--- config.mk ---
export PLATFORM = sky130hd
export DESIGN_NAME = pcepin_top
export DESIGN_NICKNAME = d
export VERILOG_FILES = /design/src/pkg/pcepin_pkg.sv /design/src/logic/pcepin_sync.sv /design/src/logic/pcepin_bt_pulse.sv /design/src/logic/pcepin_top.sv
export SDC_FILE = /design/constraint.sdc
export NUM_CORES = 1
export LEC_CHECK = 0
export BUFFER_PORTS_ARGS = -buffer_cell sky130_fd_sc_hd__buf_2
export CAP_MARGIN = 20
export CORE_ASPECT_RATIO = 0.6
export CORE_MARGIN = 3
export CORE_UTILIZATION = 31
export CTS_CLUSTER_DIAMETER = 40
export DETAILED_ROUTE_END_ITERATION = 7
export PLACE_DENSITY_LB_ADDON = 0.25
export SYNTH_ARGS = -nofsm -noshare
export SYNTH_HDL_FRONTEND = slang
export SYNTH_SLANG_ARGS = --single-unit
--- constraint.sdc ---
create_clock -name i_sys_clk -period 3.6 [get_ports i_sys_clk]
set_input_delay 0.72 -clock i_sys_clk [delete_from_list [all_inputs] [get_ports i_sys_clk]]
set_output_delay 0.72 -clock i_sys_clk [all_outputs]
set_load 0.05 [all_outputs]
--- src/pkg/pcepin_pkg.sv ---
// package: register map, field layout, reset values and timing for the port/chip-enable block
package pcepin_pkg;
    localparam int unsigned ADDR_W         = 4;
    localparam int unsigned DATA_W         = 8;
    // register indices (word addressed on the plain port)
    localparam logic [3:0]  REG_DIR_QUAD   = 4'h0;  // one direction bit per four-pin group
    localparam logic [3:0]  REG_DIR_TRIPLE = 4'h1;
    localparam logic [3:0]  REG_DIR_SER    = 4'h2;  // per-pin, groups one and two
    localparam logic [3:0]  REG_ALT_EN     = 4'h3;
    localparam logic [3:0]  REG_OUT_QUAD   = 4'h4;  // selects group via REG_GRP_SEL
    localparam logic [3:0]  REG_GRP_SEL    = 4'h5;
    localparam logic [3:0]  REG_IN_VIEW    = 4'h6;
    localparam logic [3:0]  REG_OUT_TRIPLE = 4'h7;
    localparam logic [3:0]  REG_OUT_SER    = 4'h8;
    localparam logic [3:0]  REG_CE_DELAY   = 4'h9;
    localparam logic [3:0]  REG_IRQ_STAT   = 4'hA;
    localparam logic [3:0]  REG_IRQ_MASK   = 4'hB;
    localparam logic [3:0]  REG_STATUS     = 4'hC;
    localparam logic [3:0]  REG_VECTOR     = 4'hD;
    // reset values
    localparam logic [7:0]  RST_DIR        = 8'h00;  // zero = input
    localparam logic [7:0]  RST_ALT        = 8'h00;
    localparam logic [7:0]  RST_OUT        = 8'h00;
    localparam logic [7:0]  RST_DELAY      = 8'h00;
    localparam logic [7:0]  RST_MASK       = 8'h00;
    localparam logic [7:0]  ADDR_UNMAPPED  = 8'h00;
    // interrupt status bits
    localparam int unsigned IRQ_CE_FALL    = 0;
    localparam int unsigned IRQ_CE_RESET   = 1;
    // vector address of the chip-enable falling-edge interrupt, highest order
    localparam logic [7:0]  CE_FALL_VECTOR = 8'h0C;
    localparam int unsigned CE_FALL_ORDER  = 1;
    // basic timer setting pulse: 100 Hz at a 40 MHz core clock
    localparam int unsigned CLK_HZ         = 40_000_000;
    localparam int unsigned BT_HZ          = 100;
    localparam int unsigned BT_CYCLES      = CLK_HZ / BT_HZ;
    localparam int unsigned QUAD_GROUPS    = 4;
endpackage

--- src/logic/pcepin_sync.sv ---
// two-flop level synchroniser
`timescale 1ns/1ps
`default_nettype none
module pcepin_sync #(
    parameter int unsigned W = 1
) (
    input  wire logic         i_sys_clk,
    input  wire logic         i_resetn,
    input  wire logic [W-1:0] i_d,
    output logic      [W-1:0] o_q
);
    logic [W-1:0] meta_ff;
    logic [W-1:0] sync_ff;

    always_ff @(posedge i_sys_clk) begin
        if (!i_resetn) begin
            meta_ff <= '0;
            sync_ff <= '0;
        end else begin
            meta_ff <= i_d;
            sync_ff <= meta_ff;
        end
    end

    assign o_q = sync_ff;
endmodule
`default_nettype wire

--- src/logic/pcepin_bt_pulse.sv ---
// basic timer setting pulse divider: one-cycle enable every period
`timescale 1ns/1ps
`default_nettype none
module pcepin_bt_pulse #(
    parameter int unsigned PERIOD = pcepin_pkg::BT_CYCLES
) (
    input  wire logic i_sys_clk,
    input  wire logic i_resetn,
    output logic      o_pulse
);
    localparam int unsigned CW = (PERIOD > 1) ? $clog2(PERIOD) : 1;
    localparam logic [CW-1:0] LAST = CW'(PERIOD - 1);
    logic [CW-1:0] cnt_ff;
    logic          pulse_ff;

    always_ff @(posedge i_sys_clk) begin
        if (!i_resetn) begin
            cnt_ff   <= '0;
            pulse_ff <= 1'b0;
        end else begin
            pulse_ff <= (cnt_ff == LAST);
            cnt_ff   <= (cnt_ff == LAST) ? '0 : cnt_ff + 1'b1;
        end
    end

    assign o_pulse = pulse_ff;
endmodule
`default_nettype wire

--- src/logic/pcepin_top.sv ---
// general-purpose port groups with chip-enable gating, delayed reset and interrupt
//
// Summary of operation
// quad groups share one direction bit each
// three-pin push-pull group, software direction
// serial shared groups: per-pin direction
// hard resets make inputs; soft resets retain
// hard resets return pins to port mode
// hard resets set quad groups input
// chip enable high allows synthesizer
// chip-enable reset waits for timer pulse
// software delay on chip-enable reset timing
// chip-enable falling edge raises interrupt
// clock stop gates port input buffers
// chip-enable interrupt highest, own vector
// synchronise chip enable before edge detection
// directions hold reset default; inputs synchronised
`timescale 1ns/1ps
`default_nettype none
module pcepin_top #(
    parameter int unsigned BT_PERIOD = pcepin_pkg::BT_CYCLES
) (
    input  wire logic       i_sys_clk,
    input  wire logic       i_resetn,
    input  wire logic       i_hard_reset,
    input  wire logic       i_clock_stop,
    input  wire logic [3:0] i_addr,
    input  wire logic [7:0] i_wdata,
    input  wire logic       i_wr,
    input  wire logic       i_rd,
    output logic      [7:0] o_rdata,
    input  wire logic       i_chip_enable,
    output logic            o_synth_enable,
    output logic            o_ce_reset,
    output logic            o_irq,
    output logic            o_irq_ce_fall,
    output logic      [7:0] o_irq_vector,
    output logic            o_input_gate,
    input  wire logic [15:0] i_quad_pin,
    output logic      [15:0] o_quad_pin,
    output logic      [15:0] o_quad_oe_n,
    input  wire logic [2:0] i_triple_pin,
    output logic      [2:0] o_triple_pin,
    output logic      [2:0] o_triple_oe_n,
    input  wire logic [7:0] i_ser_pin,
    output logic      [7:0] o_ser_pin,
    output logic      [7:0] o_ser_oe_n,
    input  wire logic [7:0] i_ser_alt_out,
    input  wire logic [7:0] i_ser_alt_oe,
    output logic      [7:0] o_alt_enable
);
    ////////////////////////////////////////////////////////////////////////////
    // registers
    logic [3:0]  dir_quad_ff;
    logic [2:0]  dir_triple_ff;
    logic [7:0]  dir_ser_ff;
    logic [7:0]  alt_en_ff;
    logic [15:0] out_quad_ff;
    logic [1:0]  grp_sel_ff;
    logic [2:0]  out_triple_ff;
    logic [7:0]  out_ser_ff;
    logic [7:0]  ce_delay_ff;
    logic [1:0]  irq_stat_ff;
    logic [1:0]  irq_mask_ff;
    logic [7:0]  rdata_ff;

    logic        hard;

    assign hard = i_hard_reset;

    function automatic logic sel(input logic [3:0] a, input logic [3:0] r, input logic s);
        sel = s && (a == r);
    endfunction

    // hard reset to inputs
    // quad groups to input mode
    // default held until written
    always_ff @(posedge i_sys_clk) begin
        if (!i_resetn || hard) begin
            dir_quad_ff   <= pcepin_pkg::RST_DIR[3:0];
            dir_triple_ff <= pcepin_pkg::RST_DIR[2:0];
            dir_ser_ff    <= pcepin_pkg::RST_DIR;
        end else begin
            // one bit per group
            if (sel(i_addr, pcepin_pkg::REG_DIR_QUAD, i_wr)) begin
                dir_quad_ff <= i_wdata[3:0];
            end
            // software direction
            if (sel(i_addr, pcepin_pkg::REG_DIR_TRIPLE, i_wr)) begin
                dir_triple_ff <= i_wdata[2:0];
            end
            // per-pin direction
            if (sel(i_addr, pcepin_pkg::REG_DIR_SER, i_wr)) begin
                dir_ser_ff <= i_wdata;
            end
        end
    end

    // back to port mode
    always_ff @(posedge i_sys_clk) begin
        if (!i_resetn || hard) begin
            alt_en_ff <= pcepin_pkg::RST_ALT;
        end else if (sel(i_addr, pcepin_pkg::REG_ALT_EN, i_wr)) begin
            alt_en_ff <= i_wdata;
        end
    end

    // output latches survive hard reset; inputs mask them anyway
    always_ff @(posedge i_sys_clk) begin
        if (!i_resetn) begin
            out_quad_ff   <= {2{pcepin_pkg::RST_OUT}};
            grp_sel_ff    <= '0;
            out_triple_ff <= pcepin_pkg::RST_OUT[2:0];
            out_ser_ff    <= pcepin_pkg::RST_OUT;
            ce_delay_ff   <= pcepin_pkg::RST_DELAY;
        end else begin
            if (sel(i_addr, pcepin_pkg::REG_GRP_SEL, i_wr)) begin
                grp_sel_ff <= i_wdata[1:0];
            end
            if (sel(i_addr, pcepin_pkg::REG_OUT_QUAD, i_wr)) begin
                out_quad_ff[grp_sel_ff*4 +: 4] <= i_wdata[3:0];
            end
            if (sel(i_addr, pcepin_pkg::REG_OUT_TRIPLE, i_wr)) begin
                out_triple_ff <= i_wdata[2:0];
            end
            if (sel(i_addr, pcepin_pkg::REG_OUT_SER, i_wr)) begin
                out_ser_ff <= i_wdata;
            end
            if (sel(i_addr, pcepin_pkg::REG_CE_DELAY, i_wr)) begin
                ce_delay_ff <= i_wdata;
            end
        end
    end

    ////////////////////////////////////////////////////////////////////////////
    // pins
    genvar g;
    generate
        for (g = 0; g < pcepin_pkg::QUAD_GROUPS; g++) begin : g_quad
            assign o_quad_pin[g*4 +: 4]  = out_quad_ff[g*4 +: 4];
            assign o_quad_oe_n[g*4 +: 4] = {4{~dir_quad_ff[g]}};
        end
    endgenerate

    assign o_triple_pin  = out_triple_ff;
    assign o_triple_oe_n = ~dir_triple_ff;
    assign o_alt_enable  = alt_en_ff;
    // alternate function takes over the pin driver where enabled
    assign o_ser_pin   = (alt_en_ff & i_ser_alt_out) | (~alt_en_ff & out_ser_ff);
    assign o_ser_oe_n  = ~((alt_en_ff & i_ser_alt_oe) | (~alt_en_ff & dir_ser_ff));

    // input buffers gated in stop
    assign o_input_gate = i_clock_stop;

    logic [26:0] pin_raw;
    logic [26:0] pin_sync;
    assign pin_raw = i_clock_stop ? '0 : {i_ser_pin, i_triple_pin, i_quad_pin};

    // synchronised pin levels
    pcepin_sync #(.W(27)) u_pin_sync (
        .i_sys_clk (i_sys_clk),
        .i_resetn  (i_resetn),
        .i_d       (pin_raw),
        .o_q       (pin_sync)
    );

    ////////////////////////////////////////////////////////////////////////////
    // chip enable
    logic ce_sync;
    logic ce_prev_ff;
    logic ce_rise;
    logic ce_fall;

    // synchronise before edges
    pcepin_sync #(.W(1)) u_ce_sync (
        .i_sys_clk (i_sys_clk),
        .i_resetn  (i_resetn),
        .i_d       (i_chip_enable),
        .o_q       (ce_sync)
    );

    always_ff @(posedge i_sys_clk) begin
        if (!i_resetn) begin
            ce_prev_ff <= 1'b0;
        end else begin
            ce_prev_ff <= ce_sync;
        end
    end

    assign ce_rise = ce_sync & ~ce_prev_ff;
    assign ce_fall = ~ce_sync & ce_prev_ff;

    // synthesizer follows chip enable
    assign o_synth_enable = ce_sync;

    logic bt_pulse;
    pcepin_bt_pulse #(.PERIOD(BT_PERIOD)) u_bt (
        .i_sys_clk (i_sys_clk),
        .i_resetn  (i_resetn),
        .o_pulse   (bt_pulse)
    );

    // pending reset waits for timer pulses, then counts delay pulses
    typedef enum logic [1:0] {PCEPIN_IDLE, PCEPIN_WAIT, PCEPIN_DELAY} pcepin_ce_e;
    pcepin_ce_e  ce_st_ff;
    logic [7:0]  dly_cnt_ff;
    logic        ce_reset_ff;

    // reset on basic timer pulse
    // delay in timer pulses
    always_ff @(posedge i_sys_clk) begin
        if (!i_resetn) begin
            ce_st_ff    <= PCEPIN_IDLE;
            dly_cnt_ff  <= '0;
            ce_reset_ff <= 1'b0;
        end else begin
            ce_reset_ff <= 1'b0;
            case (ce_st_ff)
                PCEPIN_IDLE: begin
                    if (ce_rise) begin
                        ce_st_ff   <= PCEPIN_WAIT;
                        dly_cnt_ff <= ce_delay_ff;
                    end
                end
                PCEPIN_WAIT, PCEPIN_DELAY: begin
                    if (!ce_sync) begin
                        ce_st_ff <= PCEPIN_IDLE;
                    end else if (bt_pulse) begin
                        if (dly_cnt_ff == '0) begin
                            ce_reset_ff <= 1'b1;
                            ce_st_ff    <= PCEPIN_IDLE;
                        end else begin
                            dly_cnt_ff <= dly_cnt_ff - 1'b1;
                            ce_st_ff   <= PCEPIN_DELAY;
                        end
                    end
                end
                default: ce_st_ff <= PCEPIN_IDLE;
            endcase
        end
    end

    assign o_ce_reset = ce_reset_ff;

    ////////////////////////////////////////////////////////////////////////////
    // interrupts: sticky status, write one to clear, set wins
    logic [1:0] irq_set;
    assign irq_set = {ce_reset_ff, ce_fall};

    // falling edge interrupt
    always_ff @(posedge i_sys_clk) begin
        if (!i_resetn) begin
            irq_stat_ff <= '0;
            irq_mask_ff <= pcepin_pkg::RST_MASK[1:0];
        end else begin
            if (sel(i_addr, pcepin_pkg::REG_IRQ_STAT, i_wr)) begin
                irq_stat_ff <= (irq_stat_ff & ~i_wdata[1:0]) | irq_set;
            end else begin
                irq_stat_ff <= irq_stat_ff | irq_set;
            end
            if (sel(i_addr, pcepin_pkg::REG_IRQ_MASK, i_wr)) begin
                irq_mask_ff <= i_wdata[1:0];
            end
        end
    end

    assign o_irq = |(irq_stat_ff & irq_mask_ff);
    // highest order, fixed vector
    assign o_irq_ce_fall = irq_stat_ff[pcepin_pkg::IRQ_CE_FALL] &
                           irq_mask_ff[pcepin_pkg::IRQ_CE_FALL];
    assign o_irq_vector  = o_irq_ce_fall ? pcepin_pkg::CE_FALL_VECTOR : 8'h00;

    ////////////////////////////////////////////////////////////////////////////
    // read port: data in the cycle after the strobe
    always_ff @(posedge i_sys_clk) begin
        if (!i_resetn) begin
            rdata_ff <= '0;
        end else if (i_rd) begin
            case (i_addr)
                pcepin_pkg::REG_DIR_QUAD:   rdata_ff <= {4'h0, dir_quad_ff};
                pcepin_pkg::REG_DIR_TRIPLE: rdata_ff <= {5'h00, dir_triple_ff};
                pcepin_pkg::REG_DIR_SER:    rdata_ff <= dir_ser_ff;
                pcepin_pkg::REG_ALT_EN:     rdata_ff <= alt_en_ff;
                pcepin_pkg::REG_OUT_QUAD:   rdata_ff <= {4'h0, out_quad_ff[grp_sel_ff*4 +: 4]};
                pcepin_pkg::REG_GRP_SEL:    rdata_ff <= {6'h00, grp_sel_ff};
                // input pins read synchronised level
                pcepin_pkg::REG_IN_VIEW:    rdata_ff <= {4'h0, pin_sync[grp_sel_ff*4 +: 4]};
                pcepin_pkg::REG_OUT_TRIPLE: rdata_ff <= {5'h00, pin_sync[18:16]};
                pcepin_pkg::REG_OUT_SER:    rdata_ff <= pin_sync[26:19];
                pcepin_pkg::REG_CE_DELAY:   rdata_ff <= ce_delay_ff;
                pcepin_pkg::REG_IRQ_STAT:   rdata_ff <= {6'h00, irq_stat_ff};
                pcepin_pkg::REG_IRQ_MASK:   rdata_ff <= {6'h00, irq_mask_ff};
                pcepin_pkg::REG_STATUS:     rdata_ff <= {5'h00, i_clock_stop,
                                                         ce_st_ff != PCEPIN_IDLE, ce_sync};
                pcepin_pkg::REG_VECTOR:     rdata_ff <= pcepin_pkg::CE_FALL_VECTOR;
                default:                    rdata_ff <= pcepin_pkg::ADDR_UNMAPPED;
            endcase
        end else begin
            rdata_ff <= '0;
        end
    end

    assign o_rdata = rdata_ff;
endmodule
`default_nettype wire

==> summary.txt <==
Run status = complete, no violations
Area share of fa/ha/maj cells after synthesis = 0.01610
Largest net degree at the start of global routing = 35
Synthesized area = 0.006994 sq mm
Minimum clock period = 2.363 ns
PD cells = 453.6 mW/mm^2
Core Area = 0.02160 sq mm
Wire length of the first global-routing pass = 30770 um
Data arrival time of the critical path = 2.67 ns
Final RePlAce weighted congestion = 0.8561
Number of rows created at floorplan = 41
Library cell contributing the largest single delay on the critical path = ha_1
Worst relative slew slack = 0.4111
Die Wd = 199.9 um
Number of standard cells after synthesis = 746
Hold Path Stages = 1
Worst hold margin = 0.4289 ns
First DRT Iteration DRCs = 476
Highest clock frequency the design can meet = 0.4233 GHz
H-tree depth reported by CTS = 4
Peak fanout along the critical path = 22
Routed wire length = 20080 um
Remaining antenna violation count after routing = 0
Wire per inst = 17.17 um
CTS tree = yes
Critical Path Max Stage Delay = 0.73 ns
Clock transition at the registers of the reported paths = 0.07 ns
Cell chain of the critical path = inv_1 > ha_1 > nand3_1 > a221oi_2 > nor2_1 > o311a_1
Required arrival time at the worst endpoint = 3.91 ns
Critical path type = flip-flop to flip-flop
Post-CTS sizing = 0
Number of antenna violations at the first check in global routing = 0
Global-route usage over all layers = 0.1662
Xor/xnor cell area share of the yosys netlist = 0.02129
Post-Layout Cell Count = 1170
Count of synthesis-stage warnings from yosys = 0
Hold bufs inserted after CTS = 0
Boundary Pins = 145
Most area-hungry cell type in the Yosys netlist = dfxtp_1
Number of global-route vias before repair = 5170
DRC viols = 0
Number of max-slew violations in the final report = 0
Layout Area Growth over Synthesis = 19.36%
Setup crit start = ce_st_ff[0]
Total Die Area = 0.02446 sq mm
Root cell of the clock tree = clkbuf_16
Worst Slack Setup Final = 1.237 ns
HPWL after DPL = 14980 um
Asr flop ratio synth = 0
Reg-to-reg endpoint = dly_cnt_ff[0]
Leakage power of the design = 3.338 nW
Post-place instance area = 0.007784 sq mm
Number of nets in the layout = 926
Simple logic cell fraction of the synthesized area = 0.2304
Setup repair after global routing missed its margin = false
Worst Tran Pin Value = 0.8833 ns
Vertical extent of the die = 122.4 um
Final setup violating endpoints = 0
Number of vias per cell after detailed routing = 4.779
Max-Cap Viols = 0
DR pass1 iterations = 5
Fraction of synthesized area in multiplexers = 0.1252
Worst path depth = 6
Cell types with the highest counts after synthesis = dfxtp_1 (160), nor2_1 (83), mux2i_1 (65), and2_1 (61), nand2_1 (54)
Largest delay share family, worst path = adder cells
Post-route cell area = 0.008348 sq mm
Final sum of negative setup slack = 0 ns
Fraction of layout instances using a drive strength above 1 = 0.2408
Insertion delay of the later-clocked pin in the worst-skew pair = 0.42 ns
Worst setup path endpoint = dly_cnt_ff[0]
Reg-to-reg setup timing slack = 1.24 ns
EDFF count, synth = 0
Number of hold violations in the final report = 0
Starting density of the core = 0.3239
Sinks on the clock net = 160
GRT Residual Overflow = 0
Post-synth top area share = 0.4580
Predominant post-synthesis flop cell = dfxtp_1
Hold Crit Class = flip-flop to flip-flop
Synth Area in Compound Gates = 0.08980
Peak supply drop = 0.0003347 V
Top cells by area, synth = dfxtp_1 (46%), mux2i_1 (9.3%), and2_1 (5.5%)
Total of flip-flops plus latches after synthesis = 160
Skew final = 0.009674 ns
Main combinational cell family by area after synthesis = simple AND/OR/NAND/NOR gates
Post-synthesis average cell area = 9.376 sq um
Vias after detailed routing = 5591
Setup crit start kind = flip-flop
Register area share after synthesis = 0.4580
Final clock period utilization by the worst path = 0.6563
Number of cells after detailed placement = 1137
Inserted Clock Buffers = 17
Number of buffer and inverter stages on the critical path = 1
Port Buffers = 138
FF-to-FF path depth = 6
Buffers from clock root to sink, at most = 2
Library cell with the highest instance count after synthesis = dfxtp_1
Post-CTS setup buffer count = 0
Worst reg2reg startpoint = ce_st_ff[0]
Crit. End Element = flip-flop
Placement Setup Slack = 1.112 ns
Library cells used by synthesis = 65
-- layout by cell type (no fill, tap or decap), types with 4 or more instances in the layout --
cell       Yosys  routed
a21oi_1       40      40
and2_1        61      61
and3_1         8       8
buf_2         13     138
buf_4         22       5
clkbuf_16      0      17
conb_1         1       6
dfxtp_1      160     160
ha_1           9       9
inv_1         18      18
inv_6          0       5
mux2_2        12      12
mux2i_1       65      65
mux4_2         4       4
nand2_1       54      54
nand2b_1       6       6
nand3_1       16      16
nand4_1       22      22
nor2_1        83      83
nor2b_1        8       8
nor3_1         8       7
nor3b_1        7       7
nor4_1         4       4
o211ai_1       4       4
o21ai_0       26      26
o22a_1         4       4
xnor2_1       10      10
xor2_1         7       7
-- how the worst min path moves through the flow --
stage                           start            endpoint  slack (ns)
3_5_place_dp   u_pin_sync.meta_ff[19]  u_pin_sync.o_q[19]        0.42
2_1_floorplan          u_bt.cnt_ff[0]      u_bt.cnt_ff[0]        0.41
4_1_cts        u_pin_sync.meta_ff[12]  u_pin_sync.o_q[12]        0.43
6_report       u_pin_sync.meta_ff[24]  u_pin_sync.o_q[24]        0.43
5_1_grt        u_pin_sync.meta_ff[24]  u_pin_sync.o_q[24]        0.45
3_3_place_gp   u_pin_sync.meta_ff[23]  u_pin_sync.o_q[23]        0.42
-- layer usage --
| layer | track usage | vias to the layer above | wire length, um |
|---|---|---|---|
| li1 | - | 2768 | - |
| met1 | 0.2754 | 2620 | 11010 |
| met2 | 0.2067 | 199 | 7239 |
| met3 | 0.04856 | 4 | 1777 |
| met4 | 0.02526 | 0 | 54 |
| met5 | 0 | - | 0 |
-- power by group --
| group | total (mW) | switching (mW) | internal [mW] |
|---|---|---|---|
| combinational | 0.246 | 0.165 | 0.0817 |
| clock | 1.72 | 0.794 | 0.925 |
| sequential | 1.82 | 0.0196 | 1.80 |
-- final cells by class --
| cell class | instances | area [sq um] |
|---|---|---|
| inverter | 19 | 71.32 |
| sequential | 160 | 3203 |
| tap | 301 | 376.6 |
| timing repair buffer | 143 | 728.2 |
| clock inverter | 14 | 122.6 |
| fill | 2211 | 13250 |
| antenna | 1 | 2.502 |
| clock buffer | 18 | 439.2 |
| multi-input combinational | 514 | 3405 |
-- state kept, by name, indices dropped and copies added, names as in the netlist, 3 cells and up --
register	count
u_bt.cnt_ff	19
dir_quad_ff	4
o_alt_enable	8
dir_triple_ff	3
out_ser_ff	8
o_triple_pin	3
ce_delay_ff	8
dly_cnt_ff	8
u_pin_sync.meta_ff	27
dir_ser_ff	8
o_quad_pin	16
u_pin_sync.o_q	27
o_rdata	8
-- cell families after synthesis --
family / Yosys count
buffers and inverters: 77
flip-flops: 160
XOR/XNOR: 17
AND/OR/NAND/NOR: 301
other: 1
AO/OA/AOI/OAI: 100
adder cells (fa/ha/maj): 9
multiplexers: 81
-- stage by stage --
stage / util / power [mW]
6_report: 0.3865 / 3.786
5_1_grt: 0.3864 / 3.933
4_1_cts: 0.3864 / 3.834
3_5_place_dp: 0.3604 / 2.108
3_3_place_gp: 0.3604 / 2.108
2_1_floorplan: - / 2.025
-- worst register-to-register path: cells and delay by family, from the launching register on --
kind,cells,cell delay (ns)
AOI/OAI and AO/OA,2,0.68
and+or+nand+nor,2,0.47
DFF,1,0.33
buffers and inverters,1,0.05
adders and majority gates,1,0.73
(Power assumes the default switching activity.)
